### src/rtl/cgc_pkg.sv
/*
  Constants, field layouts and carrier types of the codec global
  configuration register bank.
  Assumes one 100 MHz core clock and a byte-wide command port.
*/
package cgc_pkg;

  // ----------------------------------------------------------------
  // Command bytes
  // ----------------------------------------------------------------
  localparam logic [7:0] CGC_WRITE_FLAG  = 8'h80;
  localparam logic [6:0] CGC_ADDR_FORMAT = 7'h26;
  localparam logic [6:0] CGC_ADDR_RING   = 7'h27;
  localparam logic [6:0] CGC_ADDR_SLIC   = 7'h28;
  localparam logic [6:0] CGC_ADDR_BIDIR1 = 7'h29;
  localparam logic [6:0] CGC_ADDR_HWRST  = 7'h23;

  // ----------------------------------------------------------------
  // Reset values
  // ----------------------------------------------------------------
  localparam logic [7:0] CGC_FORMAT_RST  = 8'h00;
  localparam logic [7:0] CGC_RING_RST    = 8'h00;
  localparam logic [7:0] CGC_BIDIR1_RST  = 8'h00;
  localparam logic [7:0] CGC_UNMAPPED_RD = 8'h00;

  // ----------------------------------------------------------------
  // Ring output select codes
  // ----------------------------------------------------------------
  localparam logic [2:0] CGC_OSEL_BIDIR1 = 3'h3;
  localparam logic [2:0] CGC_OSEL_BIDIR2 = 3'h4;
  localparam logic [2:0] CGC_OSEL_BIDIR3 = 3'h5;
  localparam logic [2:0] CGC_OSEL_SO1    = 3'h6;
  localparam logic [2:0] CGC_OSEL_SO2    = 3'h7;

  // ----------------------------------------------------------------
  // Debounce timing
  // ----------------------------------------------------------------
  localparam int CGC_CLK_MHZ        = 100;
  localparam int CGC_DEBOUNCE_US    = 8;
  localparam int CGC_DEBOUNCE_CYC   = CGC_DEBOUNCE_US * CGC_CLK_MHZ;
  localparam int CGC_DEB_W          = 10;
  localparam logic [CGC_DEB_W-1:0] CGC_DEB_LAST =
    CGC_DEB_W'(CGC_DEBOUNCE_CYC - 1);
  localparam int CGC_CHANNELS       = 4;

  // ----------------------------------------------------------------
  // Register layouts, msb first
  // ----------------------------------------------------------------
  typedef struct packed {
    logic       mu_law;
    logic       voice_format_select;
    logic       double_clk;
    logic [1:0] clk_edge;
    logic [2:0] slot_offset_field;
  } cgc_format_t;

  typedef struct packed {
    logic       ring_output_polarity;
    logic       reserved;
    logic       offhook_input_polarity;
    logic       offhook_source_select;
    logic       ring_trip_enable;
    logic [2:0] ring_output_select;
  } cgc_ring_t;

  typedef struct packed {
    logic [3:0] bidir_pin1_direction;
    logic [3:0] data;
  } cgc_bidir_t;

endpackage

### src/rtl/cgc_regs.sv
/*
  Global configuration and status registers of a four-channel codec:
  PCM format, ring trip setup, debounced SLIC status and the first
  bidirectional signaling pin.
  Assumes a command decoder presents one command byte with its data
  byte per strobe, and SLIC pins arrive asynchronously.
*/
// Contract
// - Bit 7 clear A-law, set mu-law
// - Bit 6 clear compressed, set linear code
// - Bit 5 clear single, set double clock
// - Edge field selects transmit and sample edges
// - Offset field shifts slots zero to seven
// - Ring polarity picks activating edge direction
// - Off-hook polarity clear low, set high
// - Source select picks first or second input
// - Ring trip enable turns function on
// - Output select picks ring control source
// - Status low nibble is debounced off-hook
// - Status high nibble is debounced ground-key
// - Direction bits set pins input or output
// - Bit 7 sets channel four direction
// - Low nibble reads inputs, drives outputs
module cgc_regs (
  input  wire logic                 core_clk,
  input  wire logic                 rst_n,
  input  wire logic                 cmd_valid,
  input  wire logic [7:0]           cmd_byte,
  input  wire logic [7:0]           cmd_wdata,
  output logic                      rd_valid_q,
  output logic [7:0]                rd_data_q,
  input  wire logic [3:0]           slic_input_1,
  input  wire logic [3:0]           slic_input_2,
  input  wire logic [3:0]           bidir_signal_pin1_i,
  output logic [3:0]                bidir_signal_pin1_o,
  output logic [3:0]                bidir_signal_pin1_oe,
  output cgc_pkg::cgc_format_t      format_cfg_q,
  output cgc_pkg::cgc_ring_t        ring_cfg_q,
  output logic [3:0]                ring_trip_q
);

  // ----------------------------------------------------------------
  // Command decode
  // ----------------------------------------------------------------
  logic       is_write;
  logic [6:0] cmd_addr;
  logic       soft_hw_rst;
  logic       regs_rst;

  assign is_write    = cmd_valid && cmd_byte[7];
  assign cmd_addr    = cmd_byte[6:0];
  // Hardware reset command clears config, ring trip and pin drive; debounce, synchronisers and read data keep running
  assign soft_hw_rst = is_write && (cmd_addr == cgc_pkg::CGC_ADDR_HWRST);
  assign regs_rst    = !rst_n || soft_hw_rst;

  // ----------------------------------------------------------------
  // Input synchronisers
  // ----------------------------------------------------------------
  logic [3:0] si1_meta_q, si1_sync_q;
  logic [3:0] si2_meta_q, si2_sync_q;
  logic [3:0] pin_meta_q, pin_sync_q;

  always_ff @(posedge core_clk) begin
    if (!rst_n) begin
      si1_meta_q <= 4'h0;
      si1_sync_q <= 4'h0;
      si2_meta_q <= 4'h0;
      si2_sync_q <= 4'h0;
      pin_meta_q <= 4'h0;
      pin_sync_q <= 4'h0;
    end else begin
      si1_meta_q <= slic_input_1;
      si1_sync_q <= si1_meta_q;
      si2_meta_q <= slic_input_2;
      si2_sync_q <= si2_meta_q;
      pin_meta_q <= bidir_signal_pin1_i;
      pin_sync_q <= pin_meta_q;
    end
  end

  // ----------------------------------------------------------------
  // Debounce, one filter per channel and input
  // ----------------------------------------------------------------
  logic [3:0] offhook_debounced_bits;
  logic [3:0] groundkey_debounced_bits;

  genvar ch;
  generate
    for (ch = 0; ch < cgc_pkg::CGC_CHANNELS; ch++) begin : g_deb
      logic [cgc_pkg::CGC_DEB_W-1:0] cnt1_q, cnt2_q;
      logic                          st1_q, st2_q;

      // Level must hold a full window before it is believed
      always_ff @(posedge core_clk) begin
        if (!rst_n) begin
          cnt1_q <= '0;
          st1_q  <= 1'b0;
        end else if (si1_sync_q[ch] == st1_q) begin
          cnt1_q <= '0;
        end else if (cnt1_q == cgc_pkg::CGC_DEB_LAST) begin
          cnt1_q <= '0;
          st1_q  <= si1_sync_q[ch];
        end else begin
          cnt1_q <= cnt1_q + 1'b1;
        end
      end

      always_ff @(posedge core_clk) begin
        if (!rst_n) begin
          cnt2_q <= '0;
          st2_q  <= 1'b0;
        end else if (si2_sync_q[ch] == st2_q) begin
          cnt2_q <= '0;
        end else if (cnt2_q == cgc_pkg::CGC_DEB_LAST) begin
          cnt2_q <= '0;
          st2_q  <= si2_sync_q[ch];
        end else begin
          cnt2_q <= cnt2_q + 1'b1;
        end
      end

      assign offhook_debounced_bits[ch]   = st1_q;
      assign groundkey_debounced_bits[ch] = st2_q;
    end
  endgenerate

  // ----------------------------------------------------------------
  // Format register
  // ----------------------------------------------------------------
  always_ff @(posedge core_clk) begin
    if (regs_rst) begin
      format_cfg_q <= cgc_pkg::CGC_FORMAT_RST;
    end else if (is_write && cmd_addr == cgc_pkg::CGC_ADDR_FORMAT) begin
      // Law, code, clock mode, edges and offset all land here
      format_cfg_q <= cmd_wdata;
    end
  end

  // ----------------------------------------------------------------
  // Ring trip register
  // ----------------------------------------------------------------
  always_ff @(posedge core_clk) begin
    if (regs_rst) begin
      ring_cfg_q <= cgc_pkg::CGC_RING_RST;
    end else if (is_write && cmd_addr == cgc_pkg::CGC_ADDR_RING) begin
      ring_cfg_q          <= cmd_wdata;
      // Reserved bit kept at zero so it reads back as zero
      ring_cfg_q.reserved <= 1'b0;
    end
  end

  // ----------------------------------------------------------------
  // Ring trip detection
  // ----------------------------------------------------------------
  logic [3:0] offhook_src;
  logic [3:0] offhook_active;
  logic       sel_bidir1;

  assign offhook_src    = ring_cfg_q.offhook_source_select ?
                          groundkey_debounced_bits :
                          offhook_debounced_bits;
  assign offhook_active = ring_cfg_q.offhook_input_polarity ?
                          offhook_src : ~offhook_src;
  assign sel_bidir1     = ring_cfg_q.ring_output_select ==
                          cgc_pkg::CGC_OSEL_BIDIR1;

  // Level follows the line; other ring sources read it externally
  always_ff @(posedge core_clk) begin
    if (regs_rst) begin
      ring_trip_q <= 4'h0;
    end else begin
      ring_trip_q <= ring_cfg_q.ring_trip_enable ?
                     offhook_active : 4'h0;
    end
  end

  // ----------------------------------------------------------------
  // First bidirectional pin register
  // ----------------------------------------------------------------
  cgc_pkg::cgc_bidir_t bidir_q;
  logic [3:0]          trip_force;
  logic                ring_idle_level;

  // Inactive level is the opposite of the activating edge's end
  assign ring_idle_level = !ring_cfg_q.ring_output_polarity;
  assign trip_force      = (ring_cfg_q.ring_trip_enable && sel_bidir1) ?
                           (offhook_active &
                            bidir_q.bidir_pin1_direction) : 4'h0;

  always_ff @(posedge core_clk) begin
    if (regs_rst) begin
      bidir_q <= cgc_pkg::CGC_BIDIR1_RST;
    end else if (is_write && cmd_addr == cgc_pkg::CGC_ADDR_BIDIR1) begin
      bidir_q.bidir_pin1_direction <= cmd_wdata[7:4];
      // Trip wins over a write in the same cycle
      for (int i = 0; i < 4; i++) begin
        bidir_q.data[i] <= trip_force[i] ? ring_idle_level :
                           cmd_wdata[i];
      end
    end else begin
      for (int i = 0; i < 4; i++) begin
        if (trip_force[i]) begin
          bidir_q.data[i] <= ring_idle_level;
        end
      end
    end
  end

  // Pin drive registered so outputs come straight from flops
  always_ff @(posedge core_clk) begin
    if (regs_rst) begin
      bidir_signal_pin1_o  <= 4'h0;
      bidir_signal_pin1_oe <= 4'h0;
    end else begin
      bidir_signal_pin1_o  <= bidir_q.data;
      bidir_signal_pin1_oe <= bidir_q.bidir_pin1_direction;
    end
  end

  // ----------------------------------------------------------------
  // Read path
  // ----------------------------------------------------------------
  logic [7:0] rd_mux;
  logic [3:0] pin_view;

  // Inputs show the pin, outputs show the driven value
  assign pin_view = (bidir_q.bidir_pin1_direction & bidir_q.data) |
                    (~bidir_q.bidir_pin1_direction & pin_sync_q);

  always_comb begin
    rd_mux = cgc_pkg::CGC_UNMAPPED_RD;
    unique case (cmd_addr)
      cgc_pkg::CGC_ADDR_FORMAT: rd_mux = format_cfg_q;
      cgc_pkg::CGC_ADDR_RING:   rd_mux = ring_cfg_q;
      cgc_pkg::CGC_ADDR_SLIC:   rd_mux = {groundkey_debounced_bits,
                                          offhook_debounced_bits};
      cgc_pkg::CGC_ADDR_BIDIR1: rd_mux = {bidir_q.bidir_pin1_direction,
                                          pin_view};
      default:                  rd_mux = cgc_pkg::CGC_UNMAPPED_RD;
    endcase
  end

  always_ff @(posedge core_clk) begin
    if (!rst_n) begin
      rd_valid_q <= 1'b0;
      rd_data_q  <= 8'h00;
    end else begin
      rd_valid_q <= cmd_valid && !cmd_byte[7];
      rd_data_q  <= (cmd_valid && !cmd_byte[7]) ? rd_mux : 8'h00;
    end
  end

endmodule

### config.mk
export PLATFORM = sky130hd
export DESIGN_NAME = cgc_regs
export DESIGN_NICKNAME = d
export VERILOG_FILES = /design/src/rtl/cgc_pkg.sv /design/src/rtl/cgc_regs.sv
export SDC_FILE = /design/constraint.sdc
export NUM_CORES = 1
export LEC_CHECK = 0
export CAP_MARGIN = 10
export CORE_MARGIN = 2
export CORE_UTILIZATION = 40
export DETAILED_ROUTE_END_ITERATION = 12
export DONT_BUFFER_PORTS = 1
export PLACE_DENSITY_LB_ADDON = 0.05
export SYNTH_ARGS = -nofsm -noshare
export SYNTH_HDL_FRONTEND = slang
export SYNTH_SLANG_ARGS = --single-unit
### constraint.sdc
create_clock -name core_clk -period 4.41 [get_ports core_clk]
set_input_delay 1.323 -clock core_clk [delete_from_list [all_inputs] [get_ports core_clk]]
set_output_delay 1.323 -clock core_clk [all_outputs]
set_load 0.005 [all_outputs]
## After elaboration in Yosys (flattened, before gate mapping)

Cells that the tools add are included.

| operators by class | value |
|---|---|
| add/subtract/negate cells | 8 |
| equal/unequal tests | 22 |
| muxes and demuxes | 13 |
| bitwise logic cells | 16 |
| reductions and logical operators | 33 |

Operator list:

| kind | count |
|---|---|
| adder 10 x 1 -> 10 bit (second input constant) | 8 |
| equality test 10 bit (second input constant) | 8 |
| equality test 7 x 6 -> 1 bit (second input constant) | 5 |
| one-hot mux 8 bit (4 select lines) | 1 |
| OR reduction 3 bit | 8 |
| AND reduction 2 bit | 9 |
| two-way mux 4 bit | 4 |
| bitwise AND 4 bit | 3 |
| NOT 1 bit | 10 |
| equality test 1 bit | 8 |
| two-way mux 1 bit | 8 |
| NOT 4 bit | 2 |
| nonzero test 2 bit | 4 |
| logical AND 1 bit | 7 |
| OR 4 bit | 1 |
| equality test 3 x 2 -> 1 bit (second input constant) | 1 |
| zero test 1 bit | 3 |
| OR reduction 2 bit | 1 |
| logical OR 1 bit | 1 |

| storage, ports and cells | value |
|---|---|
| register bits | 156 |
| input bits | 31 |
| output and inout bits | 37 |
| logic and storage cells | 134 |

## Longest topological paths before layout

| depth | value |
|---|---|
| word-level depth | 7 |
| depth in mapped cells | 5 |
| depth with buffers taken out | 5 |

## Worst setup path after synthesis

No wires, ideal clock.

| timing path | value |
|---|---|
| kind | input-to-reg |
| start | input cmd_byte[4] |
| end | register bidir_q[0] in the netlist's numbering |
| library setup time | 0.086 ns |
| arrival time | 2.707 ns |
| required time | 4.324 ns |
| slack | 1.617 ns |
| stages | 5 |
| buffers on the path | 1 |
| path through | or3b_4 -> or3b_2 -> buf_2 -> mux2i_1 -> a211oi_1 |

| between the ends | value |
|---|---|
| longest elaborated chain between the ends | 3 |
| elaborated cells on any way between the ends | 7 |
| those cells by class | eq/ne: 2; mux: 1; reduce/logical: 4 |

Ends and longest elaborated chain:

| item | line | RTL |
|---|---|---|
| start, declared | cgc_regs.sv:28 | `input wire logic [7:0] cmd_byte,` |
| equality test 7 x 6 -> 1 bit, on equally long branches | cgc_regs.sv:193, cgc_regs.sv:53 |  |
| logical AND 1 bit, on equally long branches | cgc_regs.sv:193, cgc_regs.sv:53 |  |
| two-way mux 4 bit, or another cell as far along | cgc_regs.sv:193 | `end else if (is_write && cmd_addr == cgc_pkg::CGC_ADDR_BIDIR1) begin` |
| end signal, assigned | cgc_regs.sv:192 | `bidir_q <= cgc_pkg::CGC_BIDIR1_RST;` |
| end, declared | cgc_regs.sv:180 | `cgc_pkg::cgc_bidir_t bidir_q;` |

Parallel ways exist; a longest one is shown, timed or not.
A chain may end at the register's enable or synchronous reset.

## Worst setup path in the final report

| timing path | value |
|---|---|
| start | input cmd_byte[4] |
| end | register bidir_q[6] in the netlist's numbering |

| between the ends | value |
|---|---|
| longest elaborated chain between the ends | 3 |
| elaborated cells on any way between the ends | 5 |
| those cells by class | eq/ne: 2; reduce/logical: 3 |

Ends and longest elaborated chain:

| item | line | RTL |
|---|---|---|
| equality test 7 x 6 -> 1 bit | cgc_regs.sv:53 | `assign soft_hw_rst = is_write && (cmd_addr == cgc_pkg::CGC_ADDR_HWRST);` |
| logical AND 1 bit | cgc_regs.sv:53 |  |
| logical OR 1 bit | cgc_regs.sv:54 | `assign regs_rst = !rst_n \|\| soft_hw_rst;` |

Parallel ways exist; a longest one is shown, timed or not.

==> run summary <==
outcome - finished, final reports clean
post-synthesis cell area - 6170 um^2
reg2reg end - g_deb[3].cnt2_q[4]$_SDFF_PP0_
crit-path max cell delay - 0.90 ns
Worst Setup SP - cmd_byte[4]
IO Port Bufs - 0
residual overflow from global routing - 0
PD cells - 426 nW/um^2
Clock Latency Late Sink - 0.42 ns
detailed-router iteration count before antenna repair - 5
Tmin final - 2.66 ns
initial antenna violation count - 0
DRT antenna net count - 0
site row count - 45
Die W - 128 um
highest-delay cell along the critical path - o31ai_4
Post-CTS Resized - 0
DP Worst Slack - 1.33 ns
starting DRC count in detailed routing - 202
top post-synthesis cells by area - dfxtp_1, mux2i_1, nor2_1
Clock Skew - 0.00624 ns
YS warnings - 0
count of state elements after synthesis - 156
R2R depth - 5
core area - 15100 um^2
maxcap violations - 0
Slew @ Worst Pin - 1.09 ns
crit path DAT - 2.92 ns
Worst VDD drop - 0.263 mV
Hold Crit Class - reg2reg
Wirelength per Cell - 14.3 um
DR vias - 4192
IO Pins - 68
syn avg cell area - 9.73 um^2
drt drc - 0
unrepaired setup endpoints after global routing - no
vias per inst - 5.01
DP HPWL - 8450 um
fmax - 376 MHz
starting density of the core - 40.7%
crit path kind - in2reg
All-Layer GR Usage - 15.5%
die footprint - 16400 um^2
delay-heaviest family, CP - compound AO/OA/AOI/OAI gates
Antenna diodes - 0
library cells used by synthesis - 42
vias in the first global route - 3989
Post-Syn Nets - 673
RePlAce Congestion - 0.774
htree depth - 4
R2R Path Start - g_deb[3].cnt2_q[0]$_SDFF_PP0_
Setup crit end kind - register
overall power - 2.96 mW
clock sinks - 156
Die H - 128 um
post-synth top area share - 50.6%
pin count of the biggest net entering global routing - 47
WP data required - 4.67 ns
clock buffer count from CTS - 17
register area share after synthesis - 50.6%
Area after DPL - 6340 um^2
Root Buffer - clkbuf_16
CP Buf/Inv Count - 0
crit path to - bidir_q[6]$_SDFFE_PP0P_
final slew viol count - 0
CTS tree - built
Setup crit start kind - primary input
Setup WS post-layout - 1.75 ns
Crit Path Max Fanout - 23
proportion of layout cells with a drive suffix above 1 - 6.63%
first-pass GRT wire length - 19900 um
Final Setup Violations - 0
Worst slew margin - 27.5%
final wirelength - 12000 um
Final Hold Fails - 0
Critical Path, Cell by Cell - nor3b_1 -> nand3b_1 -> o31ai_4 -> nor2_1
flop2flop setup slack - 2.55 ns
# hold bufs at CTS - 0
Yosys top cell by area - dfxtp_1
post-route cell area - 6950 um^2
CTS max path bufs - 2
area grow syn2layout - 12.6%
Final Net Count - 676
Tcrit/Tclk final - 60.3%
Post-CTS Repair Setup Buffers - 0
Critical Path Stages - 4
clock slew at reported path FFs - 0.06 ns
Setup TNS Final - 0 ns
Pleak - 2.45 nW
Post-Synthesis Cells - 634
[cell usage after synthesis]
cell type and instances:
buf_4 1, nor3_1 15, buf_2 2, inv_1 10, nor2_2 8, and2_1 33
nand2_1 27, mux2i_1 42, nand3_1 43, nor4_4 1, nor4b_1 6, buf_6 1
nor3b_1 2, conb_1 1, a2bb2oi_1 4, o21ai_0 1, or3b_4 1, and3_1 6
a211oi_1 7, or4_1 1, a21oi_1 5, o31a_1 1, nand4_1 19, and4b_1 1
o21a_1 1, a22oi_1 4, o31ai_1 1, dfxtp_1 156, nor2_1 106, a221oi_1 3
o211ai_1 1, and3b_1 1, clkbuf_1 11, nand3b_1 4, and4_1 12, nor3_2 1
xnor2_1 31, or3b_2 1, nor2b_1 8, buf_1 2, ha_1 8, xor2_1 45
[sequential cells by signal, indices dropped and copies added (netlist names), 7 cells and up]
signal / count
g_deb.cnt1_q: 40
rd_data_q: 8
ring_cfg_q: 7
bidir_q: 8
g_deb.cnt2_q: 40
format_cfg_q: 8
[stage by stage]
step / utilization [%] / hold slack (ns) / std cells
global route: 45.9 / 0.460 / 837
CTS: 45.9 / 0.433 / 837
detailed placement: 41.9 / 0.418 / 806
global placement: 41.9 / 0.420 / 806
floorplan: - / 0.412 / 634
finish: 45.9 / 0.432 / 837
[metal layers]
layer / wire length, um / track usage (%) / vias to the layer above
met5: 0 / 0 / -
met4: 149 / 6.21 / 0
met3: 598 / 5.47 / 13
met2: 5250 / 23.6 / 73
met1: 6000 / 20.2 / 1937
li1: - / - / 2169
[worst min-delay path by stage]
| stage | depth (start not counted) | slack, ns | from | to |
|---|---|---|---|---|
| floorplan | 1 | 0.41 | pin_meta_q[0]$_SDFF_PN0_ | pin_sync_q[0]$_SDFF_PN0_ |
| detailed placement | 1 | 0.42 | si1_meta_q[3]$_SDFF_PN0_ | si1_sync_q[3]$_SDFF_PN0_ |
| global route | 1 | 0.46 | si1_meta_q[0]$_SDFF_PN0_ | si1_sync_q[0]$_SDFF_PN0_ |
| global placement | 1 | 0.42 | si1_meta_q[1]$_SDFF_PN0_ | si1_sync_q[1]$_SDFF_PN0_ |
| finish | 1 | 0.43 | si1_meta_q[3]$_SDFF_PN0_ | si1_sync_q[3]$_SDFF_PN0_ |
| CTS | 1 | 0.43 | si1_meta_q[3]$_SDFF_PN0_ | si1_sync_q[3]$_SDFF_PN0_ |
[cell type report]
cell class / instances / area, um^2
well taps: 188 / 235
flip-flops and latches: 156 / 3120
fillers: 1413 / 8200
clock buffers: 21 / 460
inverters: 10 / 37.5
repair buffers: 1 / 7.51
clock inverters: 10 / 140
multi-input cells: 451 / 2940
[power breakdown]
part / internal (mW) / leakage [nW] / switching (mW)
sequential: 1.42 / 1.26 / 0.00628
clock: 0.917 / 0.286 / 0.568
combinational: 0.0174 / 0.905 / 0.0243
[kinds of logic after synthesis]
logic type / count (synthesis) / synth area share (%)
AND/OR/NAND/NOR: 296 / 24.9
flip-flops: 156 / 50.6
XOR/XNOR: 76 / 10.8
multiplexers: 42 / 6.82
AO/OA/AOI/OAI: 28 / 3.33
buffers and inverters: 27 / 1.87
adder cells (fa/ha/maj): 8 / 1.62
other: 1 / 0.0608
[cells in the final DEF (no fill, tap or decap), types with 2 or more instances in the layout]
master / Yosys / routed
dfxtp_1: 156 / 156
nor2_1: 106 / 106
xor2_1: 45 / 45
nand3_1: 43 / 43
mux2i_1: 42 / 42
and2_1: 33 / 33
xnor2_1: 31 / 31
nand2_1: 27 / 27
nand4_1: 19 / 19
clkbuf_16: 0 / 17
nor3_1: 15 / 15
and4_1: 12 / 12
inv_1: 10 / 10
nor2_2: 8 / 8
nor2b_1: 8 / 8
ha_1: 8 / 8
a211oi_1: 7 / 7
nor4b_1: 6 / 6
and3_1: 6 / 6
a21oi_1: 5 / 5
nand3b_1: 4 / 4
a22oi_1: 4 / 4
a2bb2oi_1: 4 / 4
a221oi_1: 3 / 3
clkinvlp_4: 0 / 3
bufinv_16: 0 / 3
nor3b_1: 2 / 2
clkbuf_1: 11 / 2
clkinv_2: 0 / 2
clkbuf_8: 0 / 2
Note: power is estimated with default switching activity, not from simulation.
